File: config.mk
export PLATFORM = sky130hd
export DESIGN_NAME = gpio_ports
export DESIGN_NICKNAME = d
export VERILOG_FILES = /design/src/gpio_port_pkg.sv /design/src/gpio_port_lane.sv /design/src/gpio_ports.sv
export SDC_FILE = /design/constraint.sdc
export NUM_CORES = 1
export LEC_CHECK = 0
export ABC_AREA = 1
export BUFFER_PORTS_ARGS = -buffer_cell sky130_fd_sc_hd__buf_2
export CORE_ASPECT_RATIO = 2
export CORE_MARGIN = 8
export CORE_UTILIZATION = 56
export DETAILED_ROUTE_END_ITERATION = 10
export GPL_TIMING_DRIVEN = 1
export HOLD_SLACK_MARGIN = 0.05
export PLACE_DENSITY = 0.8
export SYNTH_ARGS = -nofsm -noshare
export SYNTH_HDL_FRONTEND = slang
export SYNTH_SLANG_ARGS = --single-unit
File: constraint.sdc
create_clock -name SYS_CLK -period 1.3 [get_ports SYS_CLK]
set_input_delay 0 -clock SYS_CLK [delete_from_list [all_inputs] [get_ports SYS_CLK]]
set_output_delay 0 -clock SYS_CLK [all_outputs]
set_load 0.05 [all_outputs]
File: src/gpio_port_pkg.sv
// Purpose: shared constants and types for the two-port pin configuration block
// Assumes: 8-bit cpu data bus with an 8-bit data-space address
// Notes:   offsets are data-space byte addresses

package gpio_port_pkg;

  // ---------------------------------------------------------------------------
  // register map
  // ---------------------------------------------------------------------------
  localparam logic [7:0] PORT_A_PIN_DATA_OFS   = 8'hc0;
  localparam logic [7:0] PORT_B_PIN_DATA_OFS   = 8'hc1;
  localparam logic [7:0] PORT_A_DIRECTION_OFS  = 8'hc4;
  localparam logic [7:0] PORT_B_DIRECTION_OFS  = 8'hc5;
  localparam logic [7:0] PORT_A_PIN_OPTION_OFS = 8'hcc;
  localparam logic [7:0] PORT_B_PIN_OPTION_OFS = 8'hcd;
  localparam logic [7:0] PORT_REG_RESET        = 8'h00;

  // ---------------------------------------------------------------------------
  // trigger modes and sizes
  // ---------------------------------------------------------------------------
  localparam int         PORT_WIDTH       = 8;
  localparam logic [1:0] TRIG_FALLING     = 2'h0;
  localparam logic [1:0] TRIG_RISING      = 2'h1;
  localparam logic [1:0] TRIG_LOW_LEVEL   = 2'h2;
  localparam logic [7:0] PIN_SYNC_RESET   = 8'hff; // pulled-up idle level

  typedef enum logic [1:0] {
    PIN_STATIC,
    PIN_EDGE_SEEN
  } edge_state_t;

  // one port's configuration registers
  typedef struct packed {
    logic [7:0] direction_bits;
    logic [7:0] pin_option;
    logic [7:0] pin_level_latch;
  } port_cfg_t;

  // per-pin drive and sense controls of one port
  typedef struct packed {
    logic [7:0] out_value;
    logic [7:0] out_enable;
    logic [7:0] pull_up_en;
    logic [7:0] analog_sel;
    logic [7:0] irq_sel;
  } pin_ctrl_t;

endpackage

File: src/gpio_port_lane.sv
// Purpose: one 8-bit port: pin decode, pin synchroniser, interrupt request
// Assumes: configuration registers kept by the parent
// Notes:   all outputs are registered

`timescale 1ns/1ps
`default_nettype none

module gpio_port_lane (
  input  wire logic                    sys_clk,
  input  wire logic                    rst_n,
  input  wire gpio_port_pkg::port_cfg_t cfg,
  input  wire logic [7:0]              pin_in,
  input  wire logic                    global_irq_enable,
  input  wire logic [1:0]              trig_mode,
  output var  logic [7:0]              pin_level_r,
  output var  gpio_port_pkg::pin_ctrl_t ctrl_r,
  output var  logic                    irq_req_r
);

  // ---------------------------------------------------------------------------
  // pin synchroniser
  // ---------------------------------------------------------------------------
  logic [7:0] sync1_r;
  logic [7:0] sync1_nxt;
  logic [7:0] sync2_nxt;

  // first stage feeds only the second stage
  always_comb begin
    sync1_nxt = pin_in;
    sync2_nxt = sync1_r;
  end

  always_ff @(posedge sys_clk or negedge rst_n) begin
    if (!rst_n) begin
      sync1_r     <= gpio_port_pkg::PIN_SYNC_RESET;
      pin_level_r <= gpio_port_pkg::PIN_SYNC_RESET;
    end else begin
      sync1_r     <= sync1_nxt;
      pin_level_r <= sync2_nxt;
    end
  end

  // ---------------------------------------------------------------------------
  // per-pin decode of direction, option and data bits
  // ---------------------------------------------------------------------------
  gpio_port_pkg::pin_ctrl_t ctrl_nxt;
  logic [7:0]               prev_r;
  logic [7:0]               hit;
  logic                     irq_nxt;

  genvar n;
  generate
    for (n = 0; n < gpio_port_pkg::PORT_WIDTH; n++) begin : g_pin
      logic dir;
      logic opt;
      logic dat;
      assign dir = cfg.direction_bits[n];
      assign opt = cfg.pin_option[n];
      assign dat = cfg.pin_level_latch[n];
      // open drain shares the push-pull stage with the high side held off
      assign ctrl_nxt.out_value[n]  = dir & dat;
      assign ctrl_nxt.out_enable[n] = dir & (opt | ~dat);
      assign ctrl_nxt.pull_up_en[n] = ~dir & ~dat;
      assign ctrl_nxt.analog_sel[n] = ~dir & opt & dat;
      assign ctrl_nxt.irq_sel[n]    = ~dir & opt & ~dat;
      // trigger per port: falling, rising or low level
      always_comb begin
        case (trig_mode)
          gpio_port_pkg::TRIG_RISING:
            hit[n] = ~prev_r[n] & pin_level_r[n];
          gpio_port_pkg::TRIG_LOW_LEVEL:
            hit[n] = ~pin_level_r[n];
          default:
            hit[n] = prev_r[n] & ~pin_level_r[n];
        endcase
      end
    end
  endgenerate

  // all enabled pins of the port merge onto one request line
  always_comb begin
    irq_nxt = global_irq_enable & |(hit & ctrl_r.irq_sel);
  end

  always_ff @(posedge sys_clk or negedge rst_n) begin
    if (!rst_n) begin
      ctrl_r    <= '0;
      prev_r    <= gpio_port_pkg::PIN_SYNC_RESET;
      irq_req_r <= 1'b0;
    end else begin
      ctrl_r    <= ctrl_nxt;
      prev_r    <= pin_level_r;
      irq_req_r <= irq_nxt;
    end
  end

endmodule

`default_nettype wire

File: src/gpio_ports.sv
// Purpose: two 8-bit general purpose ports in cpu data space
// Assumes: cpu strobes are synchronous to SYS_CLK, one cycle wide
// Notes:   trigger mode and interrupt enable arrive from the interrupt block
//
// Overview of operation
// - reset clears every port register: inputs with pull-up, no interrupt
// - bit n of each register steers only pin n of its port
// - direction 0 makes an input, 1 an output; all bits writable
// - input: option,data 00 pull-up, 01 plain, 10 pull-up irq, 11 analog
// - output: option 0 open drain, option 1 push-pull; data sets the level
// - data read of an input pin returns the live pin level
// - output pin: writes update the latch, reads return the latch
// - latch 0 drives low; 1 drives high push-pull, floats open drain
// - open drain is push-pull with the high driver switched off
// - pin interrupts only in pull-up irq input with global enable set
// - trigger is falling, rising or low level, chosen per port
// - analog-configured pins are routed to the converter multiplexer
// - peripherals never take a pin without matching register settings
// - wait and stop leave ports untouched; enabled pin events wake
// - no wait or stop entry while an enabled request is pending
// - port a requests its own vector; port b the next lower one

`timescale 1ns/1ps
`default_nettype none

module gpio_ports (
  input  wire logic       SYS_CLK,
  input  wire logic       RST_N,
  input  wire logic [7:0] ADDR,
  input  wire logic [7:0] WDATA,
  input  wire logic       WR_EN,
  input  wire logic       RD_EN,
  output logic      [7:0] RDATA,
  output logic            RDATA_VALID,
  input  wire logic       GLOBAL_IRQ_ENABLE,
  input  wire logic [1:0] TRIG_MODE_A,
  input  wire logic [1:0] TRIG_MODE_B,
  input  wire logic       LOW_POWER_REQ,
  output logic            LOW_POWER_GRANT,
  output logic            WAKE,
  output logic            IRQ_PORT_A,
  output logic            IRQ_PORT_B,
  input  wire logic [7:0] PA_IN,
  output logic      [7:0] PA_OUT,
  output logic      [7:0] PA_OE,
  output logic      [7:0] PA_PULL_UP,
  output logic      [7:0] PA_ANALOG_SEL,
  input  wire logic [7:0] PB_IN,
  output logic      [7:0] PB_OUT,
  output logic      [7:0] PB_OE,
  output logic      [7:0] PB_PULL_UP,
  output logic      [7:0] PB_ANALOG_SEL
);

  // ---------------------------------------------------------------------------
  // configuration registers
  // ---------------------------------------------------------------------------
  gpio_port_pkg::port_cfg_t cfg_a_r;
  gpio_port_pkg::port_cfg_t cfg_a_nxt;
  gpio_port_pkg::port_cfg_t cfg_b_r;
  gpio_port_pkg::port_cfg_t cfg_b_nxt;

  // plain byte writes; no side effects beyond storing the value
  always_comb begin
    cfg_a_nxt = cfg_a_r;
    cfg_b_nxt = cfg_b_r;
    if (WR_EN) begin
      case (ADDR)
        gpio_port_pkg::PORT_A_PIN_DATA_OFS:
          cfg_a_nxt.pin_level_latch = WDATA;
        gpio_port_pkg::PORT_B_PIN_DATA_OFS:
          cfg_b_nxt.pin_level_latch = WDATA;
        gpio_port_pkg::PORT_A_DIRECTION_OFS:
          cfg_a_nxt.direction_bits = WDATA;
        gpio_port_pkg::PORT_B_DIRECTION_OFS:
          cfg_b_nxt.direction_bits = WDATA;
        gpio_port_pkg::PORT_A_PIN_OPTION_OFS:
          cfg_a_nxt.pin_option = WDATA;
        gpio_port_pkg::PORT_B_PIN_OPTION_OFS:
          cfg_b_nxt.pin_option = WDATA;
        default: ;
      endcase
    end
  end

  always_ff @(posedge SYS_CLK or negedge RST_N) begin
    if (!RST_N) begin
      cfg_a_r <= {3{gpio_port_pkg::PORT_REG_RESET}};
      cfg_b_r <= {3{gpio_port_pkg::PORT_REG_RESET}};
    end else begin
      cfg_a_r <= cfg_a_nxt;
      cfg_b_r <= cfg_b_nxt;
    end
  end

  // ---------------------------------------------------------------------------
  // the two ports
  // ---------------------------------------------------------------------------
  logic [7:0]               lvl_a;
  logic [7:0]               lvl_b;
  gpio_port_pkg::pin_ctrl_t ctl_a;
  gpio_port_pkg::pin_ctrl_t ctl_b;
  logic                     req_a;
  logic                     req_b;

  gpio_port_lane u_port_a (
    .sys_clk           (SYS_CLK),
    .rst_n             (RST_N),
    .cfg               (cfg_a_r),
    .pin_in            (PA_IN),
    .global_irq_enable (GLOBAL_IRQ_ENABLE),
    .trig_mode         (TRIG_MODE_A),
    .pin_level_r       (lvl_a),
    .ctrl_r            (ctl_a),
    .irq_req_r         (req_a)
  );

  gpio_port_lane u_port_b (
    .sys_clk           (SYS_CLK),
    .rst_n             (RST_N),
    .cfg               (cfg_b_r),
    .pin_in            (PB_IN),
    .global_irq_enable (GLOBAL_IRQ_ENABLE),
    .trig_mode         (TRIG_MODE_B),
    .pin_level_r       (lvl_b),
    .ctrl_r            (ctl_b),
    .irq_req_r         (req_b)
  );

  // pin controls leave the lanes registered; direct to the pins
  // alternate functions get no path here, pins follow registers only
  always_comb begin
    PA_OUT        = ctl_a.out_value;
    PA_OE         = ctl_a.out_enable;
    PA_PULL_UP    = ctl_a.pull_up_en;
    PA_ANALOG_SEL = ctl_a.analog_sel;
    PB_OUT        = ctl_b.out_value;
    PB_OE         = ctl_b.out_enable;
    PB_PULL_UP    = ctl_b.pull_up_en;
    PB_ANALOG_SEL = ctl_b.analog_sel;
    IRQ_PORT_A    = req_a;
    IRQ_PORT_B    = req_b;
  end

  // ---------------------------------------------------------------------------
  // register read path
  // ---------------------------------------------------------------------------
  logic [7:0] rdata_r;
  logic [7:0] rdata_nxt;
  logic       rvalid_r;
  logic       rvalid_nxt;

  // data reads mix live pin level for inputs with the latch for outputs
  always_comb begin
    rvalid_nxt = RD_EN;
    rdata_nxt  = 8'h00;
    if (RD_EN) begin
      case (ADDR)
        gpio_port_pkg::PORT_A_PIN_DATA_OFS:
          rdata_nxt = (lvl_a & ~cfg_a_r.direction_bits) |
                      (cfg_a_r.pin_level_latch & cfg_a_r.direction_bits);
        gpio_port_pkg::PORT_B_PIN_DATA_OFS:
          rdata_nxt = (lvl_b & ~cfg_b_r.direction_bits) |
                      (cfg_b_r.pin_level_latch & cfg_b_r.direction_bits);
        gpio_port_pkg::PORT_A_DIRECTION_OFS:
          rdata_nxt = cfg_a_r.direction_bits;
        gpio_port_pkg::PORT_B_DIRECTION_OFS:
          rdata_nxt = cfg_b_r.direction_bits;
        gpio_port_pkg::PORT_A_PIN_OPTION_OFS:
          rdata_nxt = cfg_a_r.pin_option;
        gpio_port_pkg::PORT_B_PIN_OPTION_OFS:
          rdata_nxt = cfg_b_r.pin_option;
        default:
          rdata_nxt = 8'h00;
      endcase
    end
  end

  always_ff @(posedge SYS_CLK or negedge RST_N) begin
    if (!RST_N) begin
      rdata_r  <= 8'h00;
      rvalid_r <= 1'b0;
    end else begin
      rdata_r  <= rdata_nxt;
      rvalid_r <= rvalid_nxt;
    end
  end

  always_comb begin
    RDATA       = rdata_r;
    RDATA_VALID = rvalid_r;
  end

  // ---------------------------------------------------------------------------
  // low-power handshake and wake
  // ---------------------------------------------------------------------------
  logic grant_r;
  logic grant_nxt;
  logic wake_r;
  logic wake_nxt;
  logic pending;

  // port state is never touched here, so wait and stop change nothing
  always_comb begin
    pending   = req_a | req_b;
    grant_nxt = LOW_POWER_REQ & ~pending;
    wake_nxt  = pending;
  end

  always_ff @(posedge SYS_CLK or negedge RST_N) begin
    if (!RST_N) begin
      grant_r <= 1'b0;
      wake_r  <= 1'b0;
    end else begin
      grant_r <= grant_nxt;
      wake_r  <= wake_nxt;
    end
  end

  always_comb begin
    LOW_POWER_GRANT = grant_r;
    WAKE            = wake_r;
  end

endmodule

`default_nettype wire

==> impl_metrics.env <==
export IMPL_max_stage_delay_ns=0.55
export IMPL_layout_commonest_cell="dfrtp_1"
export IMPL_required_ns=1.66
export IMPL_syn_area_um2=7620
export IMPL_cellPowerDensity_nw_per_um2=1460
export IMPL_worst_slew_pin_transition_ns=0.464
export IMPL_clkPwrFrac_pct=41.5
export IMPL_hold_viol=0
export IMPL_antenna_found_initial=0
export IMPL_layout_setup_ws_ns=0.0583
export IMPL_synth_seq_cells=189
export IMPL_seqPwrFrac_pct=48.3
export IMPL_power_internal_w=0.0100
export IMPL_ir_drop_v=0.00101
export IMPL_cp_num_buf_inv=1
export IMPL_final_nets=924
export IMPL_cts_max_path_buffers=2
export IMPL_clkTransAtPathRegs_ns=0.07
export IMPL_grt_util_all_layers_pct=20.4
export IMPL_criticalPathCategory="register to register"
export IMPL_ff2ff_path_depth=6
export IMPL_swShare_pct=25.1
export IMPL_max_freq_mhz=805
export IMPL_outcome="finished, final reports clean"
export IMPL_gr_total_overflow=0
export IMPL_diodes=0
export IMPL_rsz0062_at_grt="false"
export IMPL_clock_sinks=189
export IMPL_tns_ns=0
export IMPL_die_y_um=181
export IMPL_crit_path_end_kind="register"
export IMPL_synth_area_leaders="dfrtp_1 46%, dfstp_2 17%, buf_4 6.5%"
export IMPL_fin_area_um2=9130
export IMPL_crit_arrival_ns=1.60
export IMPL_grt_pass1_vias=5772
export IMPL_maxCapViolCount=0
export IMPL_path_delay_family="flip-flops"
export IMPL_path_cells="inv_1 -> o21ai_0 -> nand3_1 -> nand3_1 -> nor2_1 -> nor2_1"
export IMPL_antenna_left=0
export IMPL_finalClockSkew_ns=0.00919
export IMPL_grt_first_pass_wirelength_um=28400
export IMPL_synth_distinct_cells=21
export IMPL_place_area_um2=8190
export IMPL_drt_iter0_markers=334
export IMPL_synth_net_count=802
export IMPL_crit_path_start_kind="register"
export IMPL_power_leakage_nw=4.74
export IMPL_io_pins=119
export IMPL_timing_critical_path_slowest_stage_cell="dfstp_2"
export IMPL_finalSetupViolCount=0
export IMPL_syn_to_final_growth_pct=19.8
export IMPL_p_sw_w=0.00335
export IMPL_synth_cells=756
export IMPL_ys_warn_count=0
export IMPL_p_total_w=0.0133
export IMPL_root_buffer="clkbuf_16"
export IMPL_comb_power_share_pct=10.2
export IMPL_layout_common_cells="138 x dfrtp_1, 117 x buf_2, 108 x nand2_1"
export IMPL_vias_per_cell=5.21
export IMPL_vias=5447
export IMPL_first_pass_iters=6
export IMPL_cts_buffers=17
export IMPL_port_buffer_count=118
export IMPL_synth_top_cell_area_share_pct=46.3
export IMPL_gp_congestion=0.916
export IMPL_worst_slew_margin_rel_pct=69.0
export IMPL_n_fill_cell=1021
export IMPL_drv_slew=0
export IMPL_dieArea_um2=17800
export IMPL_period_minus_slack_ns=1.24
export IMPL_path_max_fanout=3
export IMPL_rows=60
export IMPL_seq_area_frac_synth_pct=62.9
export IMPL_hp_class="input port to async pin"
export IMPL_start_util_pct=57.0
export IMPL_wl_um=17300
export IMPL_fp_dieW_um=98.5
export IMPL_wl_per_cell_um=16.5
export IMPL_core_um2=13400
export IMPL_avgSynthCellArea_um2=10.1
export IMPL_worst_path_stages=6
export IMPL_drive_gt1_share_pct=28.1
export IMPL_htree_num_levels=4
export IMPL_clk_latency_ns=0.43
export IMPL_dp_slack_ns=0.0357
export IMPL_post_route_period_util_pct=95.5
export IMPL_cts_tree="done"
export IMPL_synth_top_cell_by_area="dfrtp_1"
export IMPL_grt_max_degree=46
export IMPL_drc=0
export IMPL_post_dp_hpwl_um=12400
==> layout make-up <==
| type | count | area [um^2] | area share (%) |
|---|---|---|---|
| flip-flops and latches | 189 | 4790 | 52.5 |
| multi-input cells | 388 | 1920 | 21.0 |
| repair buffers | 185 | 1220 | 13.4 |
| clock buffers | 20 | 457 | 5.00 |
| inverters | 97 | 364 | 3.99 |
| well taps | 155 | 194 | 2.13 |
| clock inverters | 12 | 181 | 1.99 |
==> worst paths after layout <==
check	startpoint	slack, ns	endpoint
min reg2reg	u_port_b.sync1_r[6]	0.35	u_port_b.pin_level_r[6]
max reg2reg	u_port_a.pin_level_r[5]	0.06	RDATA[5]
max in group asynchronous	RST_N	0.55	u_port_a.sync1_r[6]
max	u_port_a.pin_level_r[5]	0.06	RDATA[5]
min in group SYS_CLK	WR_EN	0.11	cfg_a_r[20]
min	RST_N	0.07	u_port_b.ctrl_r[31]
==> sequential cells by signal, summed over array words and instances (netlist names), 24 cells and up <==
register	cells
cfg_a_r	24
cfg_b_r	24
u_port_a.ctrl_r	40
u_port_b.ctrl_r	40
==> power groups by stage <==
stage          clock (W)  sequential, W  combinational (W)
2_1_floorplan          0        0.00654           0.000847
3_3_place_gp           0        0.00653            0.00126
3_5_place_dp           0        0.00654            0.00128
4_1_cts          0.00559        0.00644            0.00136
5_1_grt          0.00581        0.00648            0.00148
6_report         0.00554        0.00644            0.00137
==> repair_timing <==
item | in CTS | in global routing
gates resized for setup | 1 | 11
buffers inserted | 0 | 1
cloned | 0 | 0
hold buffers | 28 | 0
hold endpoints to repair | 235 | 0
endpoints found under the setup margin | 1 | 5
pin swaps | 0 | 0
==> cells in the mapped netlist, drive strengths merged <==
library cell,count
dfrtp,141
nand2,109
inv,97
nand3,85
o21ai,74
buf,73
nor2,49
dfstp,48
a21boi,21
nor3,17
a21oi,13
clkbuf,9
and3,7
nor3b,6
ha,4
nor4,2
or2,1
==> through the flow <==
stage	util (%)	cells	hold WS, ns
6_report	68.3	1046	0.0660
5_1_grt	68.3	1046	0.0937
4_1_cts	68.1	1045	0.0703
3_5_place_dp	61.3	985	-0.0443
3_3_place_gp	61.3	985	-0.0465
2_1_floorplan	-	756	-0.296
==> routing by layer <==
metal	vias up	GRT usage, %	share of wire (%)
li1	2598	-	-
met1	2626	21.2	36
met2	187	37.0	55
met3	36	5.24	5.4
met4	0	9.29	2.8
met5	-	0	0
==> kinds of logic after synthesis <==
kind of cell | count (synthesis) | synth area share (%)
adder cells (fa/ha/maj) | 4 | 0.657
buffers and inverters | 179 | 12.2
AO/OA/AOI/OAI | 108 | 7.78
flip-flops | 189 | 62.9
AND/OR/NAND/NOR | 276 | 16.5
==> worst reg2reg max path, stage by stage (launching register included) <==
cell	delay (ns)
dfstp_2	0.55
inv_1	0.06
o21ai_0	0.21
nand3_1	0.11
nand3_1	0.10
nor2_1	0.06
nor2_1	0.08
(Power assumes the default switching activity.)
